$ cat config.mk
export PLATFORM = sky130hd
export DESIGN_NAME = dacuc_top
export DESIGN_NICKNAME = d
export VERILOG_FILES = /design/src/include/dacuc_pkg.sv /design/src/rtl/dacuc_sync.sv /design/src/rtl/dacuc_top.sv
export SDC_FILE = /design/constraint.sdc
export NUM_CORES = 1
export LEC_CHECK = 0
export BUFFER_PORTS_ARGS = -buffer_cell sky130_fd_sc_hd__buf_2
export CORE_MARGIN = 4
export CORE_UTILIZATION = 44
export CTS_CLUSTER_DIAMETER = 80
export DETAILED_ROUTE_END_ITERATION = 12
export HOLD_SLACK_MARGIN = 0.1
export PLACE_DENSITY = 0.71
export SLEW_MARGIN = 20
export SYNTH_ARGS = -nofsm -noshare
export SYNTH_HDL_FRONTEND = slang
export SYNTH_SLANG_ARGS = --single-unit
$ cat constraint.sdc
create_clock -name pclk -period 2.82 [get_ports pclk]
set_input_delay 0.141 -clock pclk [delete_from_list [all_inputs] [get_ports pclk]]
set_output_delay 0.141 -clock pclk [all_outputs]
set_load 0.01 [all_outputs]
$ cat src/include/dacuc_pkg.sv
// Purpose: shared constants for the converter update control block
// Assumes: apb with 32-bit data, one register per aligned word
// Notes: offsets are byte addresses
package dacuc_pkg;
    localparam logic [11:0] OFF_CONTROL = 12'h000;
    localparam logic [11:0] OFF_VALUE_LOW = 12'h004;
    localparam logic [11:0] OFF_VALUE_HIGH = 12'h008;
    localparam logic [11:0] OFF_STATUS = 12'h00c;
    localparam logic [7:0] RST_CONTROL = 8'h00;
    localparam logic [7:0] RST_VALUE = 8'h00;
    localparam logic [9:0] RST_SHADOW = 10'h000;
    localparam int CTL_AUTO_TRIG = 7;
    localparam int CTL_TSEL_LO = 4;
    localparam int CTL_TSEL_HI = 6;
    localparam int CTL_LEFT_ALIGN = 2;
    localparam int CTL_PIN_OE = 1;
    localparam int CTL_ENABLE = 0;
    localparam logic [7:0] CTL_WMASK = 8'hf7;
    // conversion settling time after a shadow load
    localparam int CONV_TIME_NS = 1000;
    localparam int CLK_PERIOD_NS = 50;
    localparam int CONV_CYCLES = (CONV_TIME_NS + CLK_PERIOD_NS - 1)
                                 / CLK_PERIOD_NS;
    localparam logic [7:0] CONV_CYCLES_W = 8'(CONV_CYCLES);
    typedef enum logic [2:0] {
        DACUC_IDLE = 3'b001,
        DACUC_ARMED = 3'b010,
        DACUC_BUSY = 3'b100
    } dacuc_state_t;
endpackage : dacuc_pkg

$ cat src/rtl/dacuc_sync.sv
// Purpose: three-stage synchroniser with agreement filter for one flag
// Assumes: flag may come from another clock domain
// Notes: output changes only when stages two and three agree
`timescale 1ns/10ps
module dacuc_sync (
    input wire logic pclk,
    input wire logic presetn,
    input wire logic flag_in,
    output logic flag_out
);
    logic s1_q;
    logic s2_q;
    logic s3_q;
    logic out_q;
    wire agree = (s2_q == s3_q);

    // first stage feeds only the second stage
    always_ff @(posedge pclk or negedge presetn) begin
        if (!presetn) begin
            s1_q <= 1'b0;
            s2_q <= 1'b0;
            s3_q <= 1'b0;
            out_q <= 1'b0;
        end else begin
            s1_q <= flag_in;
            s2_q <= s1_q;
            s3_q <= s2_q;
            if (agree) begin
                out_q <= s3_q;
            end
        end
    end
    assign flag_out = out_q;
endmodule : dacuc_sync

$ cat src/rtl/dacuc_top.sv
// Purpose: digital update control of a 10-bit converter behind apb
// Assumes: trigger flags are raw interrupt flags from other blocks
// Notes: shadow value feeds the analog core; one wait-free apb answer
// Contract
// - auto-trigger bit 7 set: load shadow on rising edge of chosen trigger
// - auto-trigger clear: each high register write refreshes the shadow
// - trigger select bits 6:4 choose one of eight flag sources
// - trigger is flag rising edge, interrupt enable ignored; select only in auto
// - control bit 2 set means left-adjusted data, clear right-adjusted
// - alignment change reaches the output only at next high write
// - right: high 1:0 = bits 9:8, low = 7:0; left: high 9:2, low 7:6
// - control bit 1 routes result to analog output pin
// - control bit 0 enables the converter
// - output comes only from hidden shadow, loaded whole
// - low write blocks shadow update until high is written
// - auto mode: update after low then high; high-only updates every trigger; the code drops an edge that meets a high write
// - trigger edge during a conversion is ignored
`timescale 1ns/10ps
module dacuc_top (
    input wire logic pclk,
    input wire logic presetn,
    input wire logic psel,
    input wire logic penable,
    input wire logic pwrite,
    input wire logic [11:0] paddr,
    input wire logic [31:0] pwdata,
    output logic [31:0] prdata,
    output logic pready,
    output logic pslverr,
    input wire logic [7:0] trigger_flags,
    output logic [9:0] shadow_value,
    output logic converter_enable,
    output logic analog_pin_output_enable,
    output logic conversion_busy
);
    logic [7:0] control_q;
    logic [7:0] value_low_q;
    logic [7:0] value_high_q;
    logic [9:0] shadow_q;
    logic [9:0] shadow_d;
    logic align_q;
    logic low_pending_q;
    logic flag_prev_q;
    logic [7:0] conv_cnt_q;
    logic [7:0] flags_sync;
    dacuc_pkg::dacuc_state_t state_q;
    dacuc_pkg::dacuc_state_t state_d;

    // one synchroniser per trigger source
    genvar gi;
    for (gi = 0; gi < 8; gi++) begin : g_sync
        dacuc_sync u_sync (
            .pclk(pclk),
            .presetn(presetn),
            .flag_in(trigger_flags[gi]),
            .flag_out(flags_sync[gi])
        );
    end

    // apb decode
    wire access = psel && penable;
    wire wr = access && pwrite;
    wire hit_ctl = (paddr == dacuc_pkg::OFF_CONTROL);
    wire hit_low = (paddr == dacuc_pkg::OFF_VALUE_LOW);
    wire hit_high = (paddr == dacuc_pkg::OFF_VALUE_HIGH);
    wire hit_stat = (paddr == dacuc_pkg::OFF_STATUS);
    wire mapped = hit_ctl || hit_low || hit_high || hit_stat;
    wire wr_ctl = wr && hit_ctl;
    wire wr_low = wr && hit_low;
    wire wr_high = wr && hit_high;
    assign pready = 1'b1;
    assign pslverr = access && !mapped;

    // control fields
    wire auto_trigger_enable = control_q[dacuc_pkg::CTL_AUTO_TRIG];
    wire [2:0] trigger_select =
        control_q[dacuc_pkg::CTL_TSEL_HI:dacuc_pkg::CTL_TSEL_LO];
    wire left_align = control_q[dacuc_pkg::CTL_LEFT_ALIGN];

    // raw flag, enable state not looked at
    wire sel_flag = flags_sync[trigger_select];
    wire trig_edge = sel_flag && !flag_prev_q;

    // assemble the 10-bit value from the registers under the latched align
    wire [9:0] value_right = {value_high_q[1:0], value_low_q};
    wire [9:0] value_left = {value_high_q, value_low_q[7:6]};
    wire [9:0] value_sel = align_q ? value_left : value_right;

    // latest high write data combined with stored low byte
    wire [7:0] wh = pwdata[7:0];
    wire [9:0] wr_right = {wh[1:0], value_low_q};
    wire [9:0] wr_left = {wh, value_low_q[7:6]};
    wire [9:0] wr_value = left_align ? wr_left : wr_right;

    // write mode: high write loads shadow at once
    wire load_write = wr_high && !auto_trigger_enable;
    // auto mode: trigger loads when no low write is waiting for high
    wire trig_ok = auto_trigger_enable && trig_edge
                   && (state_q != dacuc_pkg::DACUC_BUSY)
                   && !low_pending_q;
    wire load_trig = trig_ok && !wr_high;

    // shadow next value; loaded as one word, never byte by byte
    always_comb begin
        shadow_d = shadow_q;
        if (load_write) begin
            shadow_d = wr_value;
        end else if (load_trig) begin
            shadow_d = value_sel;
        end
    end

    // conversion tracking fsm
    always_comb begin
        state_d = state_q;
        case (state_q)
            dacuc_pkg::DACUC_IDLE: begin
                if (load_write || load_trig) begin
                    state_d = dacuc_pkg::DACUC_BUSY;
                end
            end
            dacuc_pkg::DACUC_ARMED: begin
                state_d = dacuc_pkg::DACUC_IDLE;
            end
            dacuc_pkg::DACUC_BUSY: begin
                // a write-mode reload on the last cycle keeps the window open
                if (conv_cnt_q == 8'h01 && !load_write) begin
                    state_d = dacuc_pkg::DACUC_IDLE;
                end
            end
            default: begin
                state_d = dacuc_pkg::DACUC_IDLE;
            end
        endcase
    end

    // register file writes; reserved bit 3 stays zero
    always_ff @(posedge pclk or negedge presetn) begin
        if (!presetn) begin
            control_q <= dacuc_pkg::RST_CONTROL;
            value_low_q <= dacuc_pkg::RST_VALUE;
            value_high_q <= dacuc_pkg::RST_VALUE;
        end else begin
            if (wr_ctl) begin
                control_q <= pwdata[7:0] & dacuc_pkg::CTL_WMASK;
            end
            if (wr_low) begin
                value_low_q <= pwdata[7:0];
            end
            if (wr_high) begin
                value_high_q <= pwdata[7:0];
            end
        end
    end

    // align is latched only by high writes so a flip waits for one
    always_ff @(posedge pclk or negedge presetn) begin
        if (!presetn) begin
            align_q <= 1'b0;
        end else if (wr_high) begin
            align_q <= left_align;
        end
    end

    // low write arms a block that the high write releases
    always_ff @(posedge pclk or negedge presetn) begin
        if (!presetn) begin
            low_pending_q <= 1'b0;
        end else if (wr_high) begin
            low_pending_q <= 1'b0;
        end else if (wr_low) begin
            low_pending_q <= 1'b1;
        end
    end

    // previous flag sample for edge detection
    always_ff @(posedge pclk or negedge presetn) begin
        if (!presetn) begin
            flag_prev_q <= 1'b0;
        end else begin
            flag_prev_q <= sel_flag;
        end
    end

    // shadow, state and conversion counter
    always_ff @(posedge pclk or negedge presetn) begin
        if (!presetn) begin
            shadow_q <= dacuc_pkg::RST_SHADOW;
            state_q <= dacuc_pkg::DACUC_IDLE;
            conv_cnt_q <= 8'h00;
        end else begin
            shadow_q <= shadow_d;
            state_q <= state_d;
            if (load_write || load_trig) begin
                conv_cnt_q <= dacuc_pkg::CONV_CYCLES_W;
            end else if (conv_cnt_q != 8'h00) begin
                conv_cnt_q <= conv_cnt_q - 8'h01;
            end
        end
    end

    // read mux; high/low read back as stored
    wire [7:0] status_byte = {5'h00, low_pending_q, align_q,
                              state_q == dacuc_pkg::DACUC_BUSY};
    wire [7:0] rd_byte = hit_ctl ? control_q :
                         hit_low ? value_low_q :
                         hit_high ? value_high_q :
                         hit_stat ? status_byte : 8'h00;
    always_ff @(posedge pclk or negedge presetn) begin
        if (!presetn) begin
            prdata <= 32'h00000000;
        end else if (psel && !penable && !pwrite) begin
            prdata <= {24'h000000, rd_byte}; // captured in setup phase
        end
    end

    // outputs to the analog core
    assign shadow_value = shadow_q;
    assign converter_enable = control_q[dacuc_pkg::CTL_ENABLE];
    assign analog_pin_output_enable =
        control_q[dacuc_pkg::CTL_PIN_OE];
    assign conversion_busy = (state_q == dacuc_pkg::DACUC_BUSY);
endmodule : dacuc_top

==> impl_metrics.tcl, run 1 <==
set metrics [dict create \
    outcome "finished clean" \
    clk_path_buf_depth 2 \
    postSynthAreaPerCell_sq_um 12.1 \
    relSlewSlack_pct 49.7 \
    finalPower_mw 2.61 \
    drtIter0Drc 121 \
    grt_usage_pct 15.9 \
    critPathLaunch "state_q[0]$_DFFE_PN1P_" \
    antenna_cells 0 \
    cts_num_sinks 86 \
    multi_input_area_sq_mm 0.00172 \
    cts_tree "built" \
    r2r_start "state_q[0]$_DFFE_PN1P_" \
    holdPathStages 4 \
    area_growth_pct 15.1 \
    dp_hpwl_um 5650 \
    io_pins 104 \
    layout-drive-gt1-share_pct 30.8 \
    worstHoldPathType "in -> reg" \
    arrival_ns 2.21 \
    reg2reg_depth 5 \
    r2r_setup_slack_ns 0.85 \
    viasPerCell 5.25 \
    dieArea_sq_mm 0.0110 \
    regArea_sq_mm 0.00215 \
    insertion_delay_ns 0.36 \
    drv_slew 0 \
    drc 0 \
    async_flop_share_pct 100 \
    synth_area_sq_mm 0.00412 \
    drv_cap 0 \
    rsz0062_at_grt "no" \
    synth.yosys.seq_area_share_pct 52.3 \
    clk_pin_slew_ns 0.09 \
    worstSetupStartpointType "flop" \
    peakVddDrop_mv 0.456 \
    start_util_pct 45.0 \
    finClkSkew_ns 0.00935 \
    rows 35 \
    yosys_warnings 0 \
    grt_overflow 0 \
    die_w_um 105 \
    vias 2751 \
    numCtsBuffers 9 \
    die_h_um 105 \
    wl_per_cell_um 15.6 \
    setup_ws_ns 0.849 \
    hold_viol 0 \
    pre_cts_slack_ns 0.847 \
    cts_root_buffer "clkbuf_8" \
    synth_seq_cells 86 \
    reg2reg_to "conv_cnt_q[5]$_DFFE_PN0P_" \
    grt_max_degree 87 \
    gp_congestion 0.809 \
    setup.worst_path.end "conv_cnt_q[5]$_DFFE_PN0P_" \
    fmax_mhz 507 \
    dr.pass1.iters 7 \
    min_period_over_period_pct 69.9 \
    ys_types 55 \
    cts_setup_buffers 0 \
    worstPathMaxFanout 22 \
    antenna_found_initial 0 \
    grt_pass1_vias 2731 \
    fin_tns_setup_ns 0 \
    ys.flop_type "dfrtp_1" \
    crit_type "reg -> reg" \
    final_antenna_net_count 0 \
    coreArea_sq_mm 0.00915 \
    syn_inst 341 \
    setup_viol 0 \
    wl_um 8190 \
    grt_pass1_wl_um 13900 \
    port_buffers 54 \
    p_leak_nw 2.23 \
    htreeDepth 3 \
    crit_required_ns 3.06 \
    final_nets 468 \
    crit_path_end_kind "flop" \
    fillers 794 \
    synth_edf_count 0 \
    worst_pin_slew_ns 0.754 \
    powerDensity_mw_per_mm2 551 \
    min_period_ns 1.97 \
]
sequential cells by signal (all words and copies together) (netlist names), 7 cells and up:
signal,cells
control_q,7
g_sync.u_sync.s1_q,8
g_sync.u_sync.flag_out,8
value_high_q,8
shadow_value,10
g_sync.u_sync.s3_q,8
g_sync.u_sync.s2_q,8
conv_cnt_q,8
value_low_q,8
prdata,8
worst max-delay path, stage by stage, from the launching register on:
cell,delay (ns)
dfstp_2,0.54
nand2b_1,0.23
nand3_1,0.12
and4b_4,0.54
and2_0,0.32
nor3_1,0.10
layer usage:
metal  up-vias  track usage (%)  share of wire [%]
met2        76             23.7                 46
li1       1309                -                  -
met5         -                0                  0
met1      1357             22.6                 47
met3         9             4.26                5.8
met4         0             5.06                1.2
repair_timing:
item,4_1_cts,5_1_grt
hold endpoints to repair,116,0
gates resized for setup,0,0
hold buffers,17,0
synthesized netlist by cell type (3+ instances only):
master,number,area (sq um)
nand2b_1,4,25.0
clkbuf_1,3,11.3
a221oi_1,7,61.3
mux2_2,34,383
buf_4,25,188
inv_1,11,41.3
nor2_1,13,48.8
a31o_2,4,35.0
ha_1,3,37.5
or3_1,3,18.8
a21oi_1,18,90.1
nand2_1,23,86.3
buf_2,4,20.0
nor3_1,6,30.0
o31ai_1,6,45.0
maj3_1,8,80.1
o21ai_1,6,30.0
dfrtp_1,85,2130
nand3b_1,3,22.5
o21ai_2,4,35.0
buf_6,5,56.3
nand3_1,6,30.0
a31o_1,6,52.6
mux2i_1,14,140
area by class of cell:
| cell class | instances | area share, % |
|---|---|---|
| clock buffer | 9 | 2.61 |
| clock inverter | 7 | 2.17 |
| inverter | 11 | 0.871 |
| multi-input combinational | 228 | 36.4 |
| sequential | 86 | 45.4 |
| tap | 111 | 2.93 |
| timing repair buffer | 72 | 9.59 |
cells in the final DEF, fill, tap and decap left out, types with 6 or more instances in the layout:
cell type	count
nor2_1	13
clkbuf_8	9
a21oi_1	18
conb_1	25
dfrtp_1	85
nor3_1	6
dlygate4sd3_1	17
o21ai_1	6
o31ai_1	6
buf_2	53
a31o_1	6
inv_1	11
nand3_1	6
maj3_1	8
mux2i_1	14
a221oi_1	7
nand2_1	23
mux2_2	34
how the worst min path moves through the flow:
| stage | start | slack [ns] | endpoint |
|---|---|---|---|
| floorplan | presetn | -0.15 | align_q$_DFFE_PN0P_ |
| global placement | trigger_flags[5] | 0.25 | g_sync[5].u_sync.s1_q$_DFF_PN0_ |
| detailed placement | trigger_flags[6] | 0.25 | g_sync[6].u_sync.s1_q$_DFF_PN0_ |
| CTS | paddr[6] | 0.30 | prdata[1]$_DFFE_PN0P_ |
| global route | paddr[6] | 0.33 | align_q$_DFFE_PN0P_ |
| finish | paddr[6] | 0.31 | prdata[7]$_DFFE_PN0P_ |
logic make-up after synthesis:
| group | after synthesis | synth area share, % |
|---|---|---|
| other cells | 2 | 0.182 |
| fa+ha+maj | 11 | 2.86 |
| simple gates | 76 | 11.7 |
| xor+xnor | 2 | 0.426 |
| flops | 86 | 52.3 |
| compound gates | 64 | 11.0 |
| buf+inv | 50 | 7.87 |
| mux | 50 | 13.6 |
stage by stage:
| stage | hold slack [ns] | instance area (sq um) | utilization (%) | std cells |
|---|---|---|---|---|
| after floorplan | -0.155 | 4200 | - | 364 |
| after global placement | 0.249 | 4340 | 47.4 | 491 |
| after detailed placement | 0.250 | 4340 | 47.4 | 491 |
| after CTS | 0.300 | 4730 | 51.7 | 524 |
| after global routing | 0.333 | 4740 | 51.8 | 524 |
| final | 0.312 | 4740 | 51.8 | 524 |
report_power, final:
part / internal, mW / leakage, nW / switching, mW
registers: 1.30 / 1.10 / 0.0700
logic: 0.115 / 1.01 / 0.139
clock network: 0.510 / 0.111 / 0.474
total: 1.93 / 2.23 / 0.683
(Power assumes the default switching activity.)
==> run 2: changes to the inputs <==
- ABC_AREA: not set -> 1
- clock period: 2.82 -> 1.9 ns (I/O delays scaled with it)
==> run 2 against run 1 <==
  * Global-route usage increased by 1.3 points
  * Cell area up 0.63%
  * Sequential cell count stayed put
  * Register-to-register slack worse by 0.69 ns
  * Maximum frequency is 13% higher
  * Cell count up 27%
  * Synthesized area rose by 0.73%
  * Die area rose by 0.67%
  * Sequential share of layout area decreased by 0.29 points
  * Core utilization grew 0.080 points
  * Combinational power grew 19%
  * Worst setup slack got worse by 0.69 ns
  * Critical endpoint is now shadow_value[1]$_DFFE_PN0P_
  * Largest cell class unchanged
==> impl_metrics.tcl, run 2 <==
set metrics [dict create \
    die_w_um 105 \
    dr.pass1.iters 4 \
    min_from "paddr[2]" \
    synth_commonest_cells "124 x nand2_1, 85 x dfrtp_1, 54 x inv_1" \
    port_buffers 54 \
    worst_pin_slew_ns 0.657 \
    hold_viol 0 \
    final_cell_mix "124 x nand2_1, 85 x dfrtp_1, 54 x inv_1" \
    antenna_found_initial 0 \
    yosysTopAreaCell "dfrtp_1" \
    wl_per_cell_um 13.2 \
    grt_pass1_vias 3182 \
    rows 35 \
    grt_max_degree 45 \
    synth_edf_count 0 \
    wl_um 8830 \
    fin_tns_setup_ns 0 \
    relSlewSlack_pct 56.2 \
    min_period_ns 1.74 \
    crit_required_ns 2.21 \
    crit_type "reg -> reg" \
    setup_viol 0 \
    arrival_ns 2.05 \
    antenna_cells 0 \
    grt_overflow 0 \
    synth_seq_cells 86 \
    utilization_pct 51.9 \
    area_growth_pct 15.0 \
    die_h_um 105 \
    yosys_warnings 0 \
    largest_register_ffs 10 \
    drv_cap 0 \
    outcome "finished clean" \
    final_common_cell "nand2_1" \
    drv_slew 0 \
    rsz0062_at_grt "no" \
    postSynthAreaPerCell_sq_um 8.67 \
    p_leak_nw 2.38 \
    clk_pin_slew_ns 0.08 \
    ys.flop_type "dfrtp_1" \
    synth.yosys.seq_area_share_pct 51.9 \
    powerDensity_mw_per_mm2 730 \
    synth.top_cells.by_area "dfrtp_1 51%, nand2_1 11%, o21ai_0 5.9%, inv_1 4.9%, buf_4 4.7%" \
    coreArea_sq_mm 0.00920 \
    grt_pass1_wl_um 15200 \
    fmax_mhz 575 \
    cts_setup_buffers 0 \
    worstSetupStartpointType "flop" \
    synth_top_area_share_pct 51.3 \
    viasPerCell 4.99 \
    final_nets 611 \
    layout-drive-gt1-share_pct 17.4 \
    finClkSkew_ns 0.00521 \
    peakVddDrop_mv 0.384 \
    synth_area_sq_mm 0.00415 \
    cts_resized 0 \
    final_antenna_net_count 0 \
    ys_types 34 \
    async_flop_share_pct 100 \
    cts_root_buffer "clkbuf_8" \
    dp_hpwl_um 6530 \
    r2r_start "state_q[0]$_DFFE_PN1P_" \
    clk_path_buf_depth 2 \
    grt_usage_pct 17.2 \
    syn_inst 478 \
    cts_num_sinks 86 \
    gp_congestion 0.894 \
    crit_path_end_kind "flop" \
    min_period_over_period_pct 91.5 \
    yosysMostFrequentCell "nand2_1" \
    drtIter0Drc 207 \
    worstHoldPathType "in -> reg" \
    numCtsBuffers 9 \
    io_pins 104 \
    worstPathMaxFanout 18 \
    htreeDepth 3 \
    finalPower_mw 3.48 \
    cts_tree "built" \
    insertion_delay_ns 0.37 \
    critPathLaunch "state_q[0]$_DFFE_PN1P_" \
    start_util_pct 45.1 \
    drc 0 \
    dieArea_sq_mm 0.0110 \
    vias 3331 \
]
run 2: cell count changes in the layout (fill, tap and decap cells not counted), sizes merged, moves of 6 or more:
cell,before,now
a21oi,19,6
mux2,35,1
o21ai,11,68
nand3,6,28
inv,14,60
a221oi,7,0
nor2,16,25
buf,55,62
o31ai,6,0
mux2i,14,0
nand2,23,129
a31o,10,0
run 2: cell type report:
class / count / area, sq um
repair buffers: 79 / 515
inverters: 57 / 214
clock buffers: 9 / 124
clock inverters: 7 / 55.1
fillers: 884 / 4430
well taps: 111 / 139
flip-flops and latches: 86 / 2150
multi-input cells: 318 / 1570
run 2: stage by stage:
step | setup WS, ns | hold WS (ns) | cells | area (sq um)
5_1_grt | 0.00652 | 0.202 | 667 | 4770
2_1_floorplan | 0.421 | -0.201 | 501 | 4230
3_3_place_gp | 0.263 | 0.113 | 634 | 4420
3_5_place_dp | 0.163 | 0.126 | 634 | 4420
4_1_cts | 0.141 | 0.163 | 667 | 4770
6_report | 0.161 | 0.175 | 667 | 4770
run 2: report_power, final:
part	internal [mW]	switching, mW
clock	0.493	0.695
combinational	0.121	0.181
sequential	1.92	0.0707
run 2: what timing repair did:
item,in CTS,in global routing
endpoints found under the hold margin,72,0
hold buffers,17,0
setup endpoints to repair,0,0
run 2: worst max-delay path, cell delays in order, from the launching register on:
cell	delay, ns
dfstp_2	0.54
nor2_1	0.11
nor3_1	0.27
nand2_1	0.14
o21ai_4	0.40
nand2_1	0.12
nand2_1	0.10
run 2: worst paths after layout:
path,to,slack (ns),cells after the start
max,shadow_value[1]$_DFFE_PN0P_,0.16,6
min,prdata[0]$_DFFE_PN0P_,0.17,5
max reg2reg,shadow_value[1]$_DFFE_PN0P_,0.16,6
min reg2reg,g_sync[5].u_sync.s2_q$_DFF_PN0_,0.35,0
max in group asynchronous,prdata[0]$_DFFE_PN0P_,1.02,3
min in group asynchronous,g_sync[5].u_sync.s1_q$_DFF_PN0_,0.26,2
run 2: cells by family (layout without fill, tap and decap cells):
| group | after synthesis | count (layout) | synth area share, % |
|---|---|---|---|
| AOI/OAI and AO/OA | 82 | 82 | 10.7 |
| xor gates and xnor gates | 3 | 3 | 0.634 |
| adders and majority gates | 11 | 11 | 2.84 |
| buffers and inverters | 97 | 152 | 12.3 |
| DFF | 86 | 86 | 51.9 |
| muxes | 1 | 1 | 0.272 |
| other | 2 | 25 | 0.181 |
| and+or+nand+nor | 196 | 196 | 21.2 |
run 2: routing by layer:
metal	share of wire [%]	GRT usage (%)	up-vias
li1	-	-	1630
met1	42	22.7	1568
met2	48	27.0	116
met3	7.0	4.14	17
met4	2.4	7.31	0
met5	0	0	-
==> run 3: changes to the inputs <==
==> constraint.sdc (replaced) <==
create_clock -name pclk -period 1.9 [get_ports pclk]
set_input_delay 0.475 -clock pclk [delete_from_list [all_inputs] [get_ports pclk]]
set_output_delay 0.475 -clock pclk [all_outputs]
set_load 0.01 [all_outputs]
==> run 3 against run 2 <==
  * Sequential power about the same
  * Sequential cell count unchanged
  * Via count decreased by 2.6%
  * First-iteration DRC count decreased by 32%
  * Count of clock-buffer cells in the layout increased by 1
  * Critical endpoint is now pslverr
  * Largest cell class unchanged
  * Highest routed layer unchanged
==> impl_metrics.tcl, run 3 (same netlist as run 2, synthesis figures left out) <==
set metrics [dict create \
    outcome "finished clean" \
    drc 0 \
    rows 35 \
    netSwitchingPower_mw 0.934 \
    pwr-share-seq_pct 54.9 \
    drv_slew 0 \
    dieArea_sq_mm 0.0110 \
    grt_pass1_vias 3036 \
    crit_path_end_kind "primary output" \
    crit_required_ns 1.42 \
    dp_hpwl_um 6510 \
    arrival_ns 1.33 \
    coreArea_sq_mm 0.00920 \
    internal_power_mw 2.69 \
    final_cell_mix "120 x nand2_1, 85 x dfrtp_1, 54 x inv_1" \
    reg2reg_to "shadow_value[0]$_DFFE_PN0P_" \
    drtIter0Drc 141 \
    crit_type "in -> out" \
    final_common_cell "nand2_1" \
    clk_path_buf_depth 2 \
    io_pins 104 \
    drv_cap 0 \
    port_buffers 54 \
    setup_ws_ns 0.0912 \
    p_leak_nw 2.39 \
    crit_family "simple AND/OR/NAND/NOR gates" \
    critPathLaunch "paddr[9]" \
    largest_register_ffs 10 \
    grt_usage_pct 16.3 \
    hold_viol 0 \
    finClkSkew_ns 0.00649 \
    dr.pass1.iters 4 \
    min_period_over_period_pct 95.2 \
    final_antenna_net_count 0 \
    worstPathMaxFanout 7 \
    worstHoldPathType "in -> reg" \
    power.share.switching_pct 25.8 \
    pre_cts_slack_ns -0.0579 \
    grt_overflow 0 \
    clk_pin_slew_ns 0.09 \
    powerDensity_mw_per_mm2 759 \
    max_stage_delay_ns 0.22 \
    cts_root_buffer "clkbuf_8" \
    antenna_cells 0 \
    worstSetupStartpointType "input pin" \
    final_nets 605 \
    r2r_start "state_q[0]$_DFFE_PN1P_" \
    design_area_sq_mm 0.00478 \
    grt_pass1_wl_um 14400 \
    fmax_mhz 553 \
    start_util_pct 45.1 \
    die_w_um 105 \
    holdPathStages 1 \
    power_frac_clock_pct 37.3 \
    min_period_ns 1.81 \
    peakVddDrop_mv 0.577 \
    rsz0062_at_grt "no" \
    place_area_sq_mm 0.00450 \
    antenna_found_initial 0 \
    min_to "g_sync[5].u_sync.s1_q$_DFF_PN0_" \
    grt_max_degree 44 \
    cpMaxStageDelayCell "nor2_4" \
    p_comb_share_pct 7.8 \
    worst_pin_slew_ns 0.644 \
    layout-drive-gt1-share_pct 20.9 \
    area_growth_pct 15.2 \
    wl_per_cell_um 13.0 \
    cp.depth 8 \
    setup_viol 0 \
    crit_chain "buf_2 > nor2_4 > nand2_2 > nor2_4 > nand2_2 > nand4_1 > nor2_1 > buf_2" \
    min_from "trigger_flags[5]" \
    reg2reg_depth 7 \
    finalPower_mw 3.63 \
    utilization_pct 51.9 \
    wl_um 8610 \
    die_h_um 105 \
    r2r_setup_slack_ns 0.33 \
    relSlewSlack_pct 57.1 \
    insertion_delay_ns 0.36 \
    htreeDepth 3 \
    worst-path-buf-inv 2 \
    viasPerCell 4.91 \
    gp_congestion 0.894 \
    cts_num_sinks 86 \
    vias 3244 \
    numCtsBuffers 9 \
    cts_tree "built" \
]
-- run 3: worst max path at each step --
| stage | to | slack [ns] |
|---|---|---|
| floorplan | pslverr | 0.16 |
| global placement | pslverr | -0.008 |
| detailed placement | pslverr | -0.06 |
| CTS | pslverr | 0.05 |
| global route | pslverr | 0.004 |
| finish | pslverr | 0.09 |
-- run 3: through the flow --
step / hold WS (ns) / TNS (ns) / instances
floorplan: 0.179 / 0 / 501
global placement: 0.334 / -0.00760 / 641
detailed placement: 0.336 / -0.208 / 641
CTS: 0.197 / 0 / 659
global route: 0.189 / 0 / 661
finish: 0.216 / 0 / 661
-- run 3: final cells by class --
type | instances | area [sq um]
flip-flops and latches | 86 | 2150
well taps | 111 | 139
multi-input cells | 318 | 1590
fillers | 884 | 4420
inverters | 57 | 214
clock inverters | 6 | 77.6
clock buffers | 10 | 138
repair buffers | 73 | 462
-- run 3: repair_timing --
item	CTS	global route
pin swaps	1	9
hold buffers	1	0
setup buffers	1	2
gates resized for setup	0	10
endpoints found under the hold margin	24	0
setup endpoints to repair	1	1
gates cloned	0	0
-- run 3: layer usage --
metal	wire length, um	vias to the layer above	GRT usage, %
met3	589	13	4.20
li1	-	1616	-
met2	3950	86	25.1
met4	180	0	6.94
met5	0	-	0
met1	3890	1529	21.8
-- run 3: power by group through the flow --
| stage | Sequential, mW | Combinational (mW) | Clock, mW |
|---|---|---|---|
| global placement | 2.02 | 0.268 | 0 |
| detailed placement | 2.03 | 0.275 | 0 |
| global route | 2.00 | 0.328 | 1.48 |
| CTS | 1.99 | 0.280 | 1.39 |
| finish | 1.99 | 0.284 | 1.35 |
| floorplan | 2.01 | 0.203 | 0 |
